<file path="config.mk">
export PLATFORM = sky130hd
export DESIGN_NAME = pvw_window
export DESIGN_NICKNAME = d
export VERILOG_FILES = /design/src/rtl/pvw_pkg.sv /design/src/rtl/pvw_window.sv
export SDC_FILE = /design/constraint.sdc
export NUM_CORES = 1
export LEC_CHECK = 0
export BUFFER_PORTS_ARGS = -buffer_cell sky130_fd_sc_hd__buf_2
export CAP_MARGIN = 20
export CELL_PAD_IN_SITES_DETAIL_PLACEMENT = 1
export CELL_PAD_IN_SITES_GLOBAL_PLACEMENT = 2
export CORE_MARGIN = 3
export CORE_UTILIZATION = 35
export CTS_CLUSTER_DIAMETER = 40
export DETAILED_ROUTE_END_ITERATION = 8
export GPL_TIMING_DRIVEN = 0
export PLACE_DENSITY = 0.78
export RECOVER_POWER = 50
export SETUP_SLACK_MARGIN = 0.4
export SLEW_MARGIN = 0
export SYNTH_ARGS = -nofsm -noshare
export SYNTH_HDL_FRONTEND = slang
export SYNTH_SLANG_ARGS = --single-unit
export TNS_END_PERCENT = 5
</file>
<file path="constraint.sdc">
create_clock -name pclk -period 2.6 [get_ports pclk]
set_input_delay 0.13 -clock pclk [delete_from_list [all_inputs] [get_ports pclk]]
set_output_delay 0.13 -clock pclk [all_outputs]
set_load 0.02 [all_outputs]
</file>
<file path="src/rtl/pvw_pkg.sv">
// Package for the second PCI target window: register map, fields, types
package pvw_pkg;

    // ------------------------------------------------------------
    // Register byte offsets
    // ------------------------------------------------------------
    localparam logic [11:0] OFF_CONTROL  = 12'h13c;
    localparam logic [11:0] OFF_BASE     = 12'h12c;
    localparam logic [11:0] OFF_LIMIT    = 12'h130;
    localparam logic [11:0] OFF_SHIFT    = 12'h134;
    localparam logic [11:0] OFF_STATUS   = 12'h140;

    // ------------------------------------------------------------
    // Control and address field positions
    // ------------------------------------------------------------
    localparam int BIT_ENABLE   = 31;
    localparam int BIT_POSTED   = 30;
    localparam int WID_HI       = 23;
    localparam int WID_LO       = 22;
    localparam int SPC_HI       = 18;
    localparam int SPC_LO       = 16;
    localparam int BIT_PROGRAM  = 14;
    localparam int BIT_SUPER    = 12;
    localparam int BIT_BLOCK    = 8;
    localparam int BIT_PCI_IO   = 0;
    localparam int ADDR_HI      = 31;
    localparam int ADDR_LO      = 16;

    // ------------------------------------------------------------
    // Reset values and no-limit code
    // ------------------------------------------------------------
    localparam logic [1:0]  RST_WIDTH  = 2'h2;
    localparam logic [2:0]  RST_SPACE  = 3'h0;
    localparam logic [15:0] RST_ADDR   = 16'h0000;
    localparam logic [15:0] LIMIT_NONE = 16'h0000;

    // ------------------------------------------------------------
    // Encodings
    // ------------------------------------------------------------
    typedef enum logic [1:0] {
        PVW_W8  = 2'h0,
        PVW_W16 = 2'h1,
        PVW_W32 = 2'h2,
        PVW_W64 = 2'h3
    } pvw_width_e;

    typedef enum logic [2:0] {
        PVW_A16   = 3'h0,
        PVW_A24   = 3'h1,
        PVW_A32   = 3'h2,
        PVW_RSV3  = 3'h3,
        PVW_RSV4  = 3'h4,
        PVW_CRCSR = 3'h5,
        PVW_USER1 = 3'h6,
        PVW_USER2 = 3'h7
    } pvw_space_e;

    typedef enum logic [2:0] {
        PVW_ST_IDLE   = 3'b001,
        PVW_ST_ACCESS = 3'b010,
        PVW_ST_DONE   = 3'b100
    } pvw_apb_e;

    // Control register image
    typedef struct packed {
        logic       enable;
        logic       posted;
        pvw_width_e width;
        pvw_space_e space;
        logic       program_space_flag;
        logic       supervisor;
        logic       block_transfer_select;
        logic       pci_space_select;
    } pvw_ctrl_s;

    // Decision for one PCI access
    typedef struct packed {
        logic        hit;
        logic [31:0] vme_addr;
        pvw_space_e  space;
        pvw_width_e  width;
        logic        program_access;
        logic        supervisor;
        logic        single_blt;
        logic        mblt_allowed;
        logic        posted;
    } pvw_decode_s;

endpackage : pvw_pkg

</file>
<file path="src/rtl/pvw_window.sv">
// Address window decode and translation for the second PCI target image
`timescale 1ns/1ps

// Notes on behaviour
// - Block bit acts only A24/A32, width 8-32
// - A24/A32 at 64-bit may use MBLT
// - I/O space forces coupled, ignoring posted bit
// - Width field 23:22, resets to 32-bit
// - Space field 18:16, codes 011/100 reserved
// - Bit 14 selects program or data
// - Bit 12 selects supervisor or user
// - Bit 8 allows single block transfers
// - Bit 0 selects PCI memory or I/O
// - Claim when base <= address < limit
// - Zero limit means no upper bound
// - VME high bits = PCI bits + shift
// - Decode uses only address bits 31:16
module pvw_window (
    input  wire logic                 pclk,
    input  wire logic                 presetn,
    input  wire logic                 psel,
    input  wire logic                 penable,
    input  wire logic                 pwrite,
    input  wire logic [11:0]          paddr,
    input  wire logic [31:0]          pwdata,
    output logic      [31:0]          prdata,
    output logic                      pready,
    output logic                      pslverr,
    input  wire logic                 pci_req,
    input  wire logic [31:0]          pci_addr,
    input  wire logic                 pci_io,
    output pvw_pkg::pvw_decode_s      decode,
    output logic                      decode_valid
);

    // ------------------------------------------------------------
    // State
    // ------------------------------------------------------------
    pvw_pkg::pvw_ctrl_s ctrl_r;
    logic [15:0]        base_r;
    logic [15:0]        limit_r;
    logic [15:0]        shift_r;
    logic [15:0]        hit_count_r;
    pvw_pkg::pvw_apb_e  apb_r;
    logic               wr_fire;
    logic               rd_fire;
    logic               mapped;
    logic [31:0]        rd_word;
    pvw_pkg::pvw_decode_s dec_nxt;

    function automatic logic is_a24_a32(pvw_pkg::pvw_space_e s);
        return (s == pvw_pkg::PVW_A24) || (s == pvw_pkg::PVW_A32);
    endfunction

    function automatic logic [31:0] place_hi(logic [15:0] v);
        return {v, 16'h0000};
    endfunction

    // ------------------------------------------------------------
    // APB handshake: one wait state, answer in access phase
    // ------------------------------------------------------------
    always_ff @(posedge pclk or negedge presetn) begin
        if (!presetn) begin
            apb_r <= pvw_pkg::PVW_ST_IDLE;
        end else begin
            unique case (apb_r)
                pvw_pkg::PVW_ST_IDLE: begin
                    if (psel && !penable) begin
                        apb_r <= pvw_pkg::PVW_ST_ACCESS;
                    end
                end
                pvw_pkg::PVW_ST_ACCESS: begin
                    apb_r <= pvw_pkg::PVW_ST_DONE;
                end
                pvw_pkg::PVW_ST_DONE: begin
                    apb_r <= pvw_pkg::PVW_ST_IDLE;
                end
                default: begin
                    apb_r <= pvw_pkg::PVW_ST_IDLE;
                end
            endcase
        end
    end

    always_comb begin
        mapped = (paddr == pvw_pkg::OFF_CONTROL) || (paddr == pvw_pkg::OFF_BASE) ||
                 (paddr == pvw_pkg::OFF_LIMIT) || (paddr == pvw_pkg::OFF_SHIFT) ||
                 (paddr == pvw_pkg::OFF_STATUS);
        // Write lands at the edge where the master sees pready
        wr_fire = (apb_r == pvw_pkg::PVW_ST_DONE) && psel && penable && pwrite && mapped;
        rd_fire = (apb_r == pvw_pkg::PVW_ST_ACCESS) && psel && penable && !pwrite;
    end

    // Ready and error raised together, one cycle in access phase
    always_ff @(posedge pclk or negedge presetn) begin
        if (!presetn) begin
            pready  <= 1'b0;
            pslverr <= 1'b0;
        end else begin
            pready  <= (apb_r == pvw_pkg::PVW_ST_ACCESS) && psel && penable;
            pslverr <= (apb_r == pvw_pkg::PVW_ST_ACCESS) && psel && penable && !mapped;
        end
    end

    // ------------------------------------------------------------
    // Registers
    // ------------------------------------------------------------
    always_ff @(posedge pclk or negedge presetn) begin
        if (!presetn) begin
            ctrl_r.enable                <= 1'b0;
            ctrl_r.posted                <= 1'b0;
            ctrl_r.width                 <= pvw_pkg::pvw_width_e'(pvw_pkg::RST_WIDTH);
            ctrl_r.space                 <= pvw_pkg::pvw_space_e'(pvw_pkg::RST_SPACE);
            ctrl_r.program_space_flag    <= 1'b0;
            ctrl_r.supervisor            <= 1'b0;
            ctrl_r.block_transfer_select <= 1'b0;
            ctrl_r.pci_space_select      <= 1'b0;
        end else if (wr_fire && paddr == pvw_pkg::OFF_CONTROL) begin
            ctrl_r.enable                <= pwdata[pvw_pkg::BIT_ENABLE];
            ctrl_r.posted                <= pwdata[pvw_pkg::BIT_POSTED];
            ctrl_r.width                 <= pvw_pkg::pvw_width_e'(pwdata[pvw_pkg::WID_HI:pvw_pkg::WID_LO]);
            ctrl_r.space                 <= pvw_pkg::pvw_space_e'(pwdata[pvw_pkg::SPC_HI:pvw_pkg::SPC_LO]);
            ctrl_r.program_space_flag    <= pwdata[pvw_pkg::BIT_PROGRAM];
            ctrl_r.supervisor            <= pwdata[pvw_pkg::BIT_SUPER];
            ctrl_r.block_transfer_select <= pwdata[pvw_pkg::BIT_BLOCK];
            ctrl_r.pci_space_select      <= pwdata[pvw_pkg::BIT_PCI_IO];
        end
    end

    always_ff @(posedge pclk or negedge presetn) begin
        if (!presetn) begin
            base_r  <= pvw_pkg::RST_ADDR;
            limit_r <= pvw_pkg::RST_ADDR;
            shift_r <= pvw_pkg::RST_ADDR;
        end else if (wr_fire) begin
            if (paddr == pvw_pkg::OFF_BASE) begin
                base_r <= pwdata[pvw_pkg::ADDR_HI:pvw_pkg::ADDR_LO];
            end
            if (paddr == pvw_pkg::OFF_LIMIT) begin
                limit_r <= pwdata[pvw_pkg::ADDR_HI:pvw_pkg::ADDR_LO];
            end
            if (paddr == pvw_pkg::OFF_SHIFT) begin
                shift_r <= pwdata[pvw_pkg::ADDR_HI:pvw_pkg::ADDR_LO];
            end
        end
    end

    // ------------------------------------------------------------
    // Read path
    // ------------------------------------------------------------
    always_comb begin
        rd_word = 32'h0000_0000;
        if (paddr == pvw_pkg::OFF_CONTROL) begin
            rd_word[pvw_pkg::BIT_ENABLE]               = ctrl_r.enable;
            rd_word[pvw_pkg::BIT_POSTED]               = ctrl_r.posted;
            rd_word[pvw_pkg::WID_HI:pvw_pkg::WID_LO]   = ctrl_r.width;
            rd_word[pvw_pkg::SPC_HI:pvw_pkg::SPC_LO]   = ctrl_r.space;
            rd_word[pvw_pkg::BIT_PROGRAM]              = ctrl_r.program_space_flag;
            rd_word[pvw_pkg::BIT_SUPER]                = ctrl_r.supervisor;
            rd_word[pvw_pkg::BIT_BLOCK]                = ctrl_r.block_transfer_select;
            rd_word[pvw_pkg::BIT_PCI_IO]               = ctrl_r.pci_space_select;
        end else if (paddr == pvw_pkg::OFF_BASE) begin
            rd_word = place_hi(base_r);
        end else if (paddr == pvw_pkg::OFF_LIMIT) begin
            rd_word = place_hi(limit_r);
        end else if (paddr == pvw_pkg::OFF_SHIFT) begin
            rd_word = place_hi(shift_r);
        end else if (paddr == pvw_pkg::OFF_STATUS) begin
            rd_word = {16'h0000, hit_count_r};
        end
    end

    always_ff @(posedge pclk or negedge presetn) begin
        if (!presetn) begin
            prdata <= 32'h0000_0000;
        end else if (rd_fire) begin
            prdata <= rd_word;
        end else begin
            prdata <= 32'h0000_0000;
        end
    end

    // ------------------------------------------------------------
    // Window decode and translation
    // ------------------------------------------------------------
    always_comb begin
        logic [15:0] hi;
        logic        above;
        logic        below;
        hi    = pci_addr[pvw_pkg::ADDR_HI:pvw_pkg::ADDR_LO];
        above = hi >= base_r;
        below = (limit_r == pvw_pkg::LIMIT_NONE) || (hi < limit_r);
        dec_nxt.hit = pci_req && ctrl_r.enable && above && below &&
                      (pci_io == ctrl_r.pci_space_select);
        dec_nxt.vme_addr = {16'(hi + shift_r), pci_addr[pvw_pkg::ADDR_LO-1:0]};
        dec_nxt.space          = ctrl_r.space;
        dec_nxt.width          = ctrl_r.width;
        dec_nxt.program_access = ctrl_r.program_space_flag;
        dec_nxt.supervisor     = ctrl_r.supervisor;
        dec_nxt.single_blt     = ctrl_r.block_transfer_select && is_a24_a32(ctrl_r.space) &&
                                 (ctrl_r.width != pvw_pkg::PVW_W64);
        dec_nxt.mblt_allowed   = is_a24_a32(ctrl_r.space) && (ctrl_r.width == pvw_pkg::PVW_W64);
        dec_nxt.posted         = ctrl_r.posted && !ctrl_r.pci_space_select;
    end

    always_ff @(posedge pclk or negedge presetn) begin
        if (!presetn) begin
            decode       <= '0;
            decode_valid <= 1'b0;
        end else begin
            decode       <= dec_nxt;
            decode_valid <= pci_req;
        end
    end

    // Saturating count of claimed accesses
    always_ff @(posedge pclk or negedge presetn) begin
        if (!presetn) begin
            hit_count_r <= 16'h0000;
        end else if (dec_nxt.hit && hit_count_r != 16'hffff) begin
            hit_count_r <= hit_count_r + 16'h0001;
        end
    end

endmodule // pvw_window

</file>
== Word level (Yosys, flattened, before mapping) ==
Index checks and enable logic that the tools add are counted.

* Bits in registers: 156
* Output and inout port bits: 78
* Logic and storage cells: 98

* $add $sub $neg: 2
* Order comparisons: 2
* Equal/unequal tests: 15
* Muxes and demuxes: 20
* Reductions and logical operators: 33

{| class="wikitable"
|+ Operators by type and width
! operator !! count
|-
| $mux 32 || 4
|-
| $eq 12x9->1 const B || 5
|-
| $logic_and 1x1->1 || 19
|-
| $add 16x1->16 const B || 1
|-
| $add 16x16->16 || 1
|-
| $ge 16x16->1 || 1
|-
| $logic_not 16->1 || 1
|-
| $lt 16x16->1 || 1
|-
| $mux 16 || 1
|-
| $ne 16x16->1 const B || 1
|-
| $mux 3 || 4
|-
| $mux 7 || 1
|-
| $eq 3x1->1 const B || 2
|-
| $eq 3x2->1 const B || 2
|-
| $logic_or 1x1->1 || 6
|-
| $mux 1 || 6
|-
| $mux 6 || 1
|-
| $pmux 3 s2 || 1
|-
| $reduce_and 2->1 || 3
|-
| $logic_not 1->1 || 4
|-
| $mux 2 || 2
|-
| $ne 2x2->1 const B || 2
|-
| $eq 3x3->1 const B || 1
|-
| $eq 2x2->1 const B || 1
|-
| $eq 1x1->1 || 1
|}

== Logic depth before layout (Yosys ltp) ==
Gate-level depths: netlist of run 1.

* Depth after elaboration: 7
* Mapped depth: 9
* Gate-level depth less buffers: 9

== Worst setup path after synthesis of run 1 ==
No wires, ideal clock.

* Kind: input -> register
* Start: input port paddr[4]
* End: register shift_r[10]
* Arrival: 2.173 ns
* Required time: 2.475 ns
* Slack: 0.302 ns
* Stages on the path: 9
* Path buffers: 3
* Cells stage by stage: buf_6 > nand2b_4 > nor4_2 > o21ai_1 > or4b_4 > or4_1 > buf_6 > buf_12 > mux2_4

* Word-level cells in the longest chain between the ends: 7

{| class="wikitable"
|+ Ends and longest elaborated chain
! element !! RTL line !! text
|-
| start: declaration || pvw_window.sv:24 || <nowiki>input wire logic [11:0] paddr,</nowiki>
|-
| $eq 12x9->1 || pvw_window.sv:86 || <nowiki>mapped = (paddr == pvw_pkg::OFF_CONTROL) || (paddr == pvw_pkg::OFF_BASE) ||</nowiki>
|-
| $logic_or 1x1->1 (2 in series) || pvw_window.sv:86 ||
|-
| $logic_or 1x1->1 (2 in series) || pvw_window.sv:87 || <nowiki>(paddr == pvw_pkg::OFF_LIMIT) || (paddr == pvw_pkg::OFF_SHIFT) ||</nowiki>
|-
| $logic_and 1x1->1 || pvw_window.sv:90 || <nowiki>wr_fire = (apb_r == pvw_pkg::PVW_ST_DONE) && psel && penable && pwrite && mapped;</nowiki>
|-
| $reduce_and 2->1 (no line) * || -- ||
|-
| end signal: assignment || pvw_window.sv:134 || <nowiki>shift_r <= pvw_pkg::RST_ADDR;</nowiki>
|-
| end signal: assignment || pvw_window.sv:143 || <nowiki>shift_r <= pwdata[pvw_pkg::ADDR_HI:pvw_pkg::ADDR_LO];</nowiki>
|-
| end: declaration || pvw_window.sv:42 || <nowiki>logic [15:0] shift_r;</nowiki>
|}

Every way passes the cells marked *; elsewhere a longest branch is shown, timed or not.
A chain may end at the register's enable or synchronous reset.

== Worst setup path in the final report of run 1 ==
* Start: register apb_r[0]
* End: register shift_r[8]

* Word-level cells in the longest chain between the ends: 6

{| class="wikitable"
|+ Ends and longest elaborated chain
! element !! RTL line !! text
|-
| start: declaration || pvw_window.sv:44 || <nowiki>pvw_pkg::pvw_apb_e apb_r;</nowiki>
|-
| start signal: assignment || pvw_window.sv:64 || <nowiki>apb_r <= pvw_pkg::PVW_ST_IDLE;</nowiki>
|-
| start signal: assignment || pvw_window.sv:69 || <nowiki>apb_r <= pvw_pkg::PVW_ST_ACCESS;</nowiki>
|-
| start signal: assignment || pvw_window.sv:73 || <nowiki>apb_r <= pvw_pkg::PVW_ST_DONE;</nowiki>
|-
| $eq 3x3->1 || pvw_window.sv:90 ||
|-
| $logic_and 1x1->1 (4 in series) || pvw_window.sv:90 ||
|-
| $reduce_and 2->1 (no line) || -- ||
|}

Every way passes these cells.

==> results of run 1 <==
-- cell usage after synthesis (3+ instances only) --
library cell | count | area share [%]
dfrtp_1 | 154 | 51
nor2_1 | 50 | 2.5
ha_1 | 47 | 7.9
inv_1 | 41 | 2.1
mux2_2 | 36 | 5.4
a21oi_1 | 25 | 1.7
nand2_1 | 23 | 1.2
mux2_4 | 20 | 4.0
mux2i_1 | 20 | 2.7
nor3_1 | 20 | 1.3
xor2_1 | 17 | 2.0
nand3_1 | 15 | 1.0
and2_1 | 14 | 1.2
o21ai_0 | 14 | 0.94
xnor2_1 | 12 | 1.4
nor4_1 | 11 | 0.92
clkbuf_1 | 9 | 0.45
a211oi_1 | 7 | 0.70
or4_1 | 7 | 0.70
nand4_1 | 6 | 0.50
a21o_1 | 5 | 0.50
a221oi_1 | 5 | 0.58
mux2_1 | 5 | 0.75
a22o_1 | 4 | 0.47
nor2b_1 | 4 | 0.33
nor3b_1 | 4 | 0.40
o21a_1 | 4 | 0.40
o22a_1 | 4 | 0.47
buf_6 | 3 | 0.45
o21ai_1 | 3 | 0.20
-- final timing paths --
check / startpoint / end / cells past startpoint
hold / removal: pwdata[30] / limit_r[14] / 2
hold reg to reg: ctrl_r[2] / decode[3] / 0
setup reg to reg: apb_r[0] / shift_r[8] / 6
min in group asynchronous: presetn / apb_r[1] / 2
setup / recovery: apb_r[0] / shift_r[8] / 6
max in group asynchronous: presetn / prdata[26] / 3
-- sequential cells by signal, summed over array words and instances (netlist names) --
| name | count |
|---|---|
| hit_count_r | 16 |
| shift_r | 16 |
| prdata | 32 |
| pready | 1 |
| decode | 43 |
| limit_r | 16 |
| base_r | 16 |
| ctrl_r | 11 |
| pslverr | 1 |
| decode_valid | 1 |
| apb_r | 3 |
-- per-layer routing --
| metal | up-vias | share of wire (%) |
|---|---|---|
| li1 | 2674 | - |
| met3 | 27 | 3.9 |
| met1 | 2866 | 45 |
| met4 | 0 | 1.6 |
| met5 | - | 0 |
| met2 | 123 | 50 |
-- logic make-up (layout without fill, tap and decap cells) --
group / Yosys count / count (layout) / synth area share [%]
multiplexers: 81 / 81 / 12.85
XOR/XNOR: 29 / 29 / 3.392
AND/OR/NAND/NOR: 175 / 175 / 12.82
flip-flops: 156 / 156 / 52.16
adder cells (fa/ha/maj): 48 / 48 / 8.120
buffers and inverters: 59 / 300 / 3.726
AO/OA/AOI/OAI: 80 / 80 / 6.934
-- power groups by stage --
stage,Sequential [W],Combinational [W],Clock (W)
2_1_floorplan,0.00255,0.000112,0
3_3_place_gp,0.00251,0.000331,0
3_5_place_dp,0.00251,0.000350,0
4_1_cts,0.00247,0.000419,0.00273
5_1_grt,0.00247,0.000456,0.00283
6_report,0.00247,0.000409,0.00266
-- through the flow --
stage                     utilization [%]  cells  TNS (ns)
final                               47.94   1139         0
after global routing                47.94   1139         0
after CTS                           48.08   1137         0
after detailed placement            41.71   1046    -4.686
after global placement              41.55   1045   -140.32
after floorplan                         -    628         0
-- worst register-to-register path, cell delays in order (launching register included) --
cell,delay [ns]
dfstp_2,0.38
nand4b_1,0.16
or4b_4,0.57
or4_4,0.44
buf_6,0.17
buf_12,0.16
mux2_4,0.30
-- cell usage in the layout, fill, tap and decap left out, types with 6 or more instances in the layout --
cell           synthesis  final
nand3_1               15     15
and2_1                14     14
nand2_1               23     23
o21ai_0               14      7
clkbuf_16              0     17
inv_1                 41     39
clkbuf_1               9     88
nor3_1                20     17
nand4_1                6      6
nor4_1                11      7
buf_2                  2     65
xnor2_1               12     12
dfrtp_1              154    154
mux2_4                20     21
ha_1                  47     43
dlygate4sd3_1          0     40
a21oi_1               25     22
buf_4                  0     22
o21ai_1                3      7
mux2_2                36     35
xor2_1                17     17
mux2i_1               20     20
nor2_1                50     50
-- area by class of cell --
cell class	instances	area share (%)
Buffer	18	1.480
Clock buffer	21	4.656
Clock inverter	11	1.569
Inverter	41	1.556
Multi-Input combinational cell	413	35.48
Sequential cell	156	39.50
Tap cell	270	3.416
Timing Repair Buffer	209	12.34
-- what timing repair did --
| action | CTS | global route |
|---|---|---|
| hold buffers | 40 | 0 |
| gates cloned | 1 | 0 |
| setup endpoints to repair | 65 | 96 |
| resized for setup | 40 | 18 |
| setup buffers | 18 | 2 |
| hold endpoints to repair | 128 | 0 |
| pin swaps | 16 | 2 |
==> results.sh, run 1 <==
export IMPL_first_iter_violations=162
export IMPL_place_area_sq_mm=0.008603
export IMPL_synth_area_per_cell_sq_um=11.92
export IMPL_ys_seq_area_share_pct=52.16
export IMPL_rsz0062_at_grt="true"
export IMPL_end_kind="flip-flop"
export IMPL_fin_crit_ns=2.301
export IMPL_fp_dieArea_sq_mm=0.02319
export IMPL_slew_headroom_pct=-2.973
export IMPL_placement_rows=52
export IMPL_critPathKind="reg -> reg"
export IMPL_drive_above_1_share_pct=26.47
export IMPL_cp_max_fo=10
export IMPL_clock_path_buffers=2
export IMPL_async_flop_share_pct=100.0
export IMPL_fp_dieW_um=152.3
export IMPL_busiest_layer="met2"
export IMPL_path_cells="nand4b_1 > or4b_4 > or4_4 > buf_6 > buf_12 > mux2_4"
export IMPL_synth_area_sq_mm=0.007488
export IMPL_place_congestion=0.8520
export IMPL_area_growth_pct=32.05
export IMPL_root_buffer="clkbuf_16"
export IMPL_cp_arrival_ns=2.61
export IMPL_tightest_slew_ns=1.545
export IMPL_swShare_pct=24.08
export IMPL_clk_latency_ns=0.44
export IMPL_final_hold_viol_count=0
export IMPL_coreArea_sq_mm=0.02062
export IMPL_p_comb_share_pct=7.4
export IMPL_synth_main_ff_cell="dfrtp_1"
export IMPL_grtUsageTotal_pct=19.03
export IMPL_synth_nets=759
export IMPL_crit_slowest_cell="or4b_4"
export IMPL_maxCapViolCount=1
export IMPL_grt_ovfl_total=0
export IMPL_p_int_w=0.004202
export IMPL_clock_sinks=156
export IMPL_numCtsBuffers=17
export IMPL_period_share_pct=88.48
export IMPL_synth_distinct_cells=59
export IMPL_vdd_ir_drop_worst_mv=0.4075
export IMPL_start_util_pct=36.31
export IMPL_p_total_w=0.005535
export IMPL_tritoncts="done"
export IMPL_seq_power_share_pct=44.6
export IMPL_htree_num_levels=4
export IMPL_cpLargestDelayFamily="simple AND/OR/NAND/NOR gates"
export IMPL_gr_usage_met3_pct=4.005
export IMPL_power_share_clock_pct=48.1
export IMPL_vias_per_cell=4.996
export IMPL_synth_warnings=0
export IMPL_power_density_mw_per_mm2=559.8
export IMPL_syn_inst=628
export IMPL_setup_viol=0
export IMPL_fin_nets=987
export IMPL_gr_usage_met1_pct=24.37
export IMPL_diodes=0
export IMPL_skew_ns=0.008374
export IMPL_clk_pin_slew_ns=0.07
export IMPL_multi_input_area_sq_mm=0.003508
export IMPL_hold_ws_ns=0.01625
export IMPL_worst_path_buf_inv=2
export IMPL_slew_viol_final=58
export IMPL_die_height_um=152.3
export IMPL_status="finished, violations left"
export IMPL_setup_ws_ns=0.2994
export IMPL_dp_slack_ns=-0.2701
export IMPL_wl_mm=21.84
export IMPL_p_leak_nw=4.657
export IMPL_grt_pass1_vias=6523
export IMPL_grt_pass1_wl_mm=35.42
export IMPL_cp_required_ns=2.91
export IMPL_use_met2_pct=32.62
export IMPL_io_buffers=147
export IMPL_drc=0
export IMPL_hp_class="in -> reg"
export IMPL_detail_route_first_pass_iterations=5
export IMPL_vias=5690
export IMPL_violations="capacitance limit, slew limit"
export IMPL_max_freq_mhz=434.7
export IMPL_grt_max_degree=100
export IMPL_power_switching_w=0.001333
export IMPL_drtAntennaViolNets=0
export IMPL_start_kind="flip-flop"
export IMPL_rrSetupSlack_ns=0.30
export IMPL_fill_cells=2274
export IMPL_ff_latch_area_sq_mm=0.003906
export IMPL_cpPeakStageDelay_ns=0.57
export IMPL_ys_ff_latch=156
export IMPL_synth_edf_count=0
export IMPL_boundaryPins=161
export IMPL_antenna_found_initial=0
export IMPL_post_dp_hpwl_mm=15.40
export IMPL_wire_per_inst_um=19.17
export IMPL_design_area_sq_mm=0.009888
Power figures use the tool's default switching activity.
==> inputs of run 2 (changes only) <==
CORE_UTILIZATION = 32   (was 35)
PLACE_DENSITY = 0.75   (was 0.78)
clock period = 2 ns   (was 2.6 ns; I/O delays follow)
==> run 2 against run 1 <==
Compared with the run above:
- clock power increased by 25%
- non-clock buffer count decreased by 1
- critical path type unchanged
- final cell count increased by 3.7%
- the run ends with setup timing left
- register-to-register slack got worse by 0.57 ns
- utilization decreased by 2.3 points
- highest routed layer unchanged
- die area increased by 9.0%
- largest power group unchanged
- sequential share of layout area decreased by 2.0 points
- total power increased by 29%
==> results.sh, run 2 (synthesized netlist as in run 1, its figures left out) <==
export IMPL_final_hold_viol_count=0
export IMPL_r2r_end="shift_r[6]"
export IMPL_fp_dieW_um=159.0
export IMPL_cp_required_ns=2.32
export IMPL_fin_nets=986
export IMPL_power_share_clock_pct=46.8
export IMPL_coreArea_sq_mm=0.02285
export IMPL_root_buffer="clkbuf_16"
export IMPL_clk_pin_slew_ns=0.07
export IMPL_layout_common_cells="153 x dfrtp_1, 90 x buf_2, 60 x clkbuf_1, 48 x nor2_1, 41 x dlygate4sd3_1"
export IMPL_htree_num_levels=4
export IMPL_cp_max_fo=10
export IMPL_power_switching_w=0.001774
export IMPL_drive_above_1_share_pct=34.91
export IMPL_p_comb_share_pct=8.1
export IMPL_hp_class="in -> reg"
export IMPL_setup_viol=78
export IMPL_wl_mm=21.40
export IMPL_r2r_start="apb_r[0]"
export IMPL_die_height_um=159.0
export IMPL_max_freq_mhz=440.5
export IMPL_grt_pass1_wl_mm=34.44
export IMPL_grtUsageTotal_pct=17.20
export IMPL_vias_per_cell=4.855
export IMPL_final_common_cell="dfrtp_1"
export IMPL_io_buffers=147
export IMPL_critPathKind="reg -> reg"
export IMPL_p_leak_nw=4.790
export IMPL_path_cells="nand4b_1 > or4b_4 > or4_4 > buf_8 > buf_12 > mux2_4"
export IMPL_detail_route_first_pass_iterations=6
export IMPL_cpPeakStageDelay_ns=0.58
export IMPL_skew_ns=0.009880
export IMPL_multi_input_area_sq_mm=0.003926
export IMPL_boundaryPins=161
export IMPL_tritoncts="done"
export IMPL_fill_cells=2471
export IMPL_diodes=0
export IMPL_vias=5734
export IMPL_post_dp_hpwl_mm=14.93
export IMPL_numCtsBuffers=17
export IMPL_drtAntennaViolNets=0
export IMPL_crit_slowest_cell="or4b_4"
export IMPL_first_iter_violations=183
export IMPL_hold_path_endpoint="pready"
export IMPL_hold_ws_ns=0.01443
export IMPL_clock_sinks=156
export IMPL_top_regs="decode x43, prdata x32"
export IMPL_clk_latency_ns=0.44
export IMPL_min_path_cells=3
export IMPL_fin_crit_ns=2.270
export IMPL_wire_per_inst_um=18.12
export IMPL_rr_worst_depth=6
export IMPL_p_int_w=0.005339
export IMPL_top_register="decode"
export IMPL_grt_max_degree=107
export IMPL_place_congestion=0.7721
export IMPL_rrSetupSlack_ns=-0.27
export IMPL_seq_power_share_pct=45.1
export IMPL_grt_ovfl_total=0
export IMPL_violations="setup timing"
export IMPL_placement_rows=55
export IMPL_setup_ws_ns=-0.2700
export IMPL_slew_headroom_pct=11.54
export IMPL_setup_tns_ns=-12.59
export IMPL_swShare_pct=24.94
export IMPL_slew_viol_final=0
export IMPL_area_growth_pct=39.28
export IMPL_cp_arrival_ns=2.59
export IMPL_period_share_pct=113.5
export IMPL_ff_latch_area_sq_mm=0.003908
export IMPL_start_util_pct=32.78
export IMPL_vdd_ir_drop_worst_mv=0.4270
export IMPL_clock_path_buffers=2
export IMPL_tightest_slew_ns=1.327
export IMPL_start_kind="flip-flop"
export IMPL_grt_pass1_vias=6220
export IMPL_status="finished, violations left"
export IMPL_hold_path_startpoint="penable"
export IMPL_maxCapViolCount=0
export IMPL_power_density_mw_per_mm2=682.0
export IMPL_fp_dieArea_sq_mm=0.02527
export IMPL_largest_reg_flops=43
export IMPL_drc=0
export IMPL_end_kind="flip-flop"
export IMPL_antenna_found_initial=0
export IMPL_rsz0062_at_grt="true"
run 2: changes by cell type in the layout (fill, tap and decap cells not counted), sizes merged:
cell | previous run | this run
clkbuf | 113 | 83
buf | 95 | 120
clkinv | 2 | 4
bufinv | 3 | 2
clkinvlp | 1 | 2
dlygate4sd3 | 40 | 41
inv | 46 | 47
run 2: routing by layer:
layer	vias up	GRT usage [%]	part of all wire (%)
met5	-	0	0
met4	0	4.337	0.92
met3	15	3.954	3.8
met2	127	28.60	49
met1	2894	22.85	47
li1	2698	-	-
run 2: layout make-up:
type	instances	share of cell area, %
Clock inverter	14	1.536
Inverter	41	1.476
Buffer	18	1.763
Sequential cell	156	37.46
Multi-Input combinational cell	413	37.64
Clock buffer	18	4.211
Timing Repair Buffer	208	12.15
Tap cell	313	3.755
run 2: repair_timing:
action	in CTS	in global routing
hold endpoints to repair	127	0
pin swaps	24	17
hold buffers	41	0
buffers inserted	17	1
cloned	1	0
endpoints found under the setup margin	120	121
resized for setup	97	50
run 2: through the flow:
stage	total power, W	utilization [%]	instances	area, sq um	setup WS [ns]
global route	0.007435	45.65	1181	10430	-0.3254
detailed placement	0.003717	37.91	1089	8661	-0.7752
global placement	0.003702	37.74	1088	8623	-1.701
CTS	0.007205	45.00	1180	10280	-0.3033
finish	0.007113	45.65	1181	10430	-0.2700
floorplan	0.003456	-	628	7496	-0.2252
run 2: power by group through the flow:
stage,Clock (W),Sequential [W],Combinational (W)
finish,0.00333,0.00321,0.000575
detailed placement,0,0.00326,0.000454
global route,0.00359,0.00321,0.000640
global placement,0,0.00326,0.000440
floorplan,0,0.00331,0.000145
CTS,0.00343,0.00320,0.000575
run 2: worst max path at each step:
stage / from / cells after the start / slack (ns) / endpoint
2_1_floorplan: paddr[9] / 8 / -0.23 / shift_r[10]
3_3_place_gp: presetn / 1 / -1.70 / decode[12]
3_5_place_dp: paddr[7] / 8 / -0.78 / limit_r[9]
4_1_cts: apb_r[0] / 6 / -0.30 / shift_r[6]
5_1_grt: apb_r[0] / 6 / -0.33 / base_r[11]
6_report: apb_r[0] / 6 / -0.27 / shift_r[6]
run 2: critical path, delay by kind of cell, from the launching register on:
kind	cells	cell delay [ns]
simple gates	3	1.18
mux	1	0.30
flops	1	0.37
buf+inv	2	0.30
==> inputs of run 3 (changes only) <==
GPL_TIMING_DRIVEN = default   (was 0)
==> run 3 against run 2 <==
Compared with the run above:
- the run still ends with setup timing left
- clock power fell by 4%
- first-iteration DRC count is 9.3% lower
- hold slack better by 0.14 ns
- critical path depth fell by 2
- combinational power is 13% higher
- critical endpoint is now base_r[1]
- largest cell class is now flip-flops and latches
- largest power group is now registers
==> results.sh, run 3 (synthesized netlist as in run 1, its figures left out) <==
export IMPL_cp_required_ns=2.31
export IMPL_clock_path_buffers=2
export IMPL_htree_num_levels=4
export IMPL_first_iter_violations=166
export IMPL_wire_per_inst_um=18.29
export IMPL_max_freq_mhz=452.8
export IMPL_final_util_pct=48.94
export IMPL_power_density_mw_per_mm2=630.3
export IMPL_path_cells="nand4b_1 > or4b_4 > or4_4 > mux2_1"
export IMPL_start_util_pct=32.78
export IMPL_start_kind="flip-flop"
export IMPL_gr_usage_met3_pct=3.200
export IMPL_status="finished, violations left"
export IMPL_cp_max_fo=16
export IMPL_maxCapViolCount=0
export IMPL_grt_pass1_vias=7019
export IMPL_cpPeakStageDelay_ns=0.63
export IMPL_drtAntennaViolNets=0
export IMPL_clk_latency_ns=0.43
export IMPL_largest_reg_flops=43
export IMPL_io_buffers=148
export IMPL_clock_sinks=156
export IMPL_final_common_cell="dfrtp_1"
export IMPL_use_met2_pct=32.75
export IMPL_grt_ovfl_total=0
export IMPL_period_share_pct=110.4
export IMPL_slew_viol_final=0
export IMPL_p_total_w=0.007048
export IMPL_antenna_found_initial=0
export IMPL_fin_nets=1094
export IMPL_drive_above_1_share_pct=47.54
export IMPL_layout_common_cells="154 x dfrtp_1, 145 x buf_2, 123 x buf_4, 41 x dlygate4sd3_1, 39 x nor2_1"
export IMPL_coreArea_sq_mm=0.02285
export IMPL_setup_viol=78
export IMPL_skew_ns=0.01242
export IMPL_clk_pin_slew_ns=0.07
export IMPL_rsz0062_at_grt="true"
export IMPL_p_leak_nw=5.560
export IMPL_cp_arrival_ns=2.52
export IMPL_fp_dieArea_sq_mm=0.02527
export IMPL_end_kind="flip-flop"
export IMPL_vias_per_cell=4.794
export IMPL_grtUsageTotal_pct=18.70
export IMPL_setup_ws_ns=-0.2087
export IMPL_busiest_layer="met2"
export IMPL_crit_slowest_cell="or4_4"
export IMPL_fp_dieW_um=159.0
export IMPL_drc=0
export IMPL_violations="setup timing"
export IMPL_top_register="decode"
export IMPL_top_regs="decode x43, prdata x32"
export IMPL_root_buffer="clkbuf_16"
export IMPL_fin_crit_ns=2.209
export IMPL_vias=6179
export IMPL_diodes=0
export IMPL_numCtsBuffers=17
export IMPL_gr_usage_met1_pct=23.61
export IMPL_detail_route_first_pass_iterations=4
export IMPL_tritoncts="done"
export IMPL_hp_class="in -> reg"
export IMPL_wl_mm=23.57
export IMPL_final_hold_viol_count=0
export IMPL_placement_rows=55
export IMPL_grt_max_degree=66
export IMPL_grt_pass1_wl_mm=37.87
export IMPL_area_growth_pct=49.32
export IMPL_critPathKind="reg -> reg"
export IMPL_die_height_um=159.0
export IMPL_place_congestion=0.8350
export IMPL_boundaryPins=161
export IMPL_tightest_slew_ns=1.327
export IMPL_slew_headroom_pct=11.52
export IMPL_vdd_ir_drop_worst_mv=0.3854
export IMPL_post_dp_hpwl_mm=16.72
## run 3: changes by cell type in the layout (fill, tap and decap cells not counted), moves of 5 or more
cell	delta
ha_1	+5
nor2_1	-9
buf_4	+107
clkbuf_1	-53
nor2_2	+6
buf_6	+10
mux2_4	-9
nor3_4	-7
buf_2	+55
ha_4	-6
nor3_1	+11
mux2_2	+9
## run 3: what timing repair did
action                     CTS  global route
setup buffers               11             6
hold buffers                42             0
gates cloned                 1             0
setup endpoints to repair  120           121
gates resized for setup     81            44
hold endpoints to repair   129             0
pin swaps                   35            22
## run 3: layout make-up
cell class / instances / area, sq um
Clock buffer: 22 / 474.2
Clock inverter: 10 / 107.6
Fill cell: 2475 / 11660
Inverter: 41 / 153.9
Multi-Input combinational cell: 413 / 3824
Sequential cell: 156 / 3906
Tap cell: 313 / 391.6
Timing Repair Buffer: 334 / 2325
## run 3: power by group
part / leakage, nW / internal (W) / switching (W)
sequential: 2.10 / 0.00319 / 0.0000101
combinational: 3.19 / 0.000290 / 0.000357
clock: 0.276 / 0.00184 / 0.00136
## run 3: through the flow
step | worst slack (ns) | hold slack (ns) | cells | instance area [sq um] | setup TNS [ns]
finish | -0.2087 | 0.1586 | 1289 | 11180 | -10.42
global route | -0.2688 | 0.1745 | 1289 | 11180 | -17.29
CTS | -0.2332 | 0.1408 | 1283 | 10970 | -10.94
detailed placement | -0.4286 | 0.09085 | 1197 | 9499 | -26.63
global placement | -0.3520 | 0.07759 | 1197 | 9499 | -20.65
floorplan | -0.2252 | -0.1956 | 628 | 7496 | -9.350
## run 3: final timing paths
check | from | slack, ns | depth (start not counted) | to
setup / recovery | apb_r[0] | -0.21 | 4 | base_r[1]
hold / removal | pwrite | 0.16 | 4 | prdata[23]
setup reg to reg | apb_r[0] | -0.21 | 4 | base_r[1]
hold reg to reg | ctrl_r[2] | 0.41 | 0 | decode[3]
max in group asynchronous | presetn | 0.27 | 3 | decode[37]
min in group asynchronous | presetn | 0.50 | 2 | ctrl_r[3]
## run 3: worst max-delay path: cells and delay by family, from the launching register on
family           cells  cell delay (ns)
muxes                1             0.38
DFF                  1             0.37
and+or+nand+nor      3             1.35
## run 3: metal layers
| metal | routed length, um | vias up |
|---|---|---|
| li1 | - | 2894 |
| met1 | 10390 | 3112 |
| met2 | 11980 | 137 |
| met3 | 704 | 36 |
| met4 | 502 | 0 |
| met5 | 0 | - |
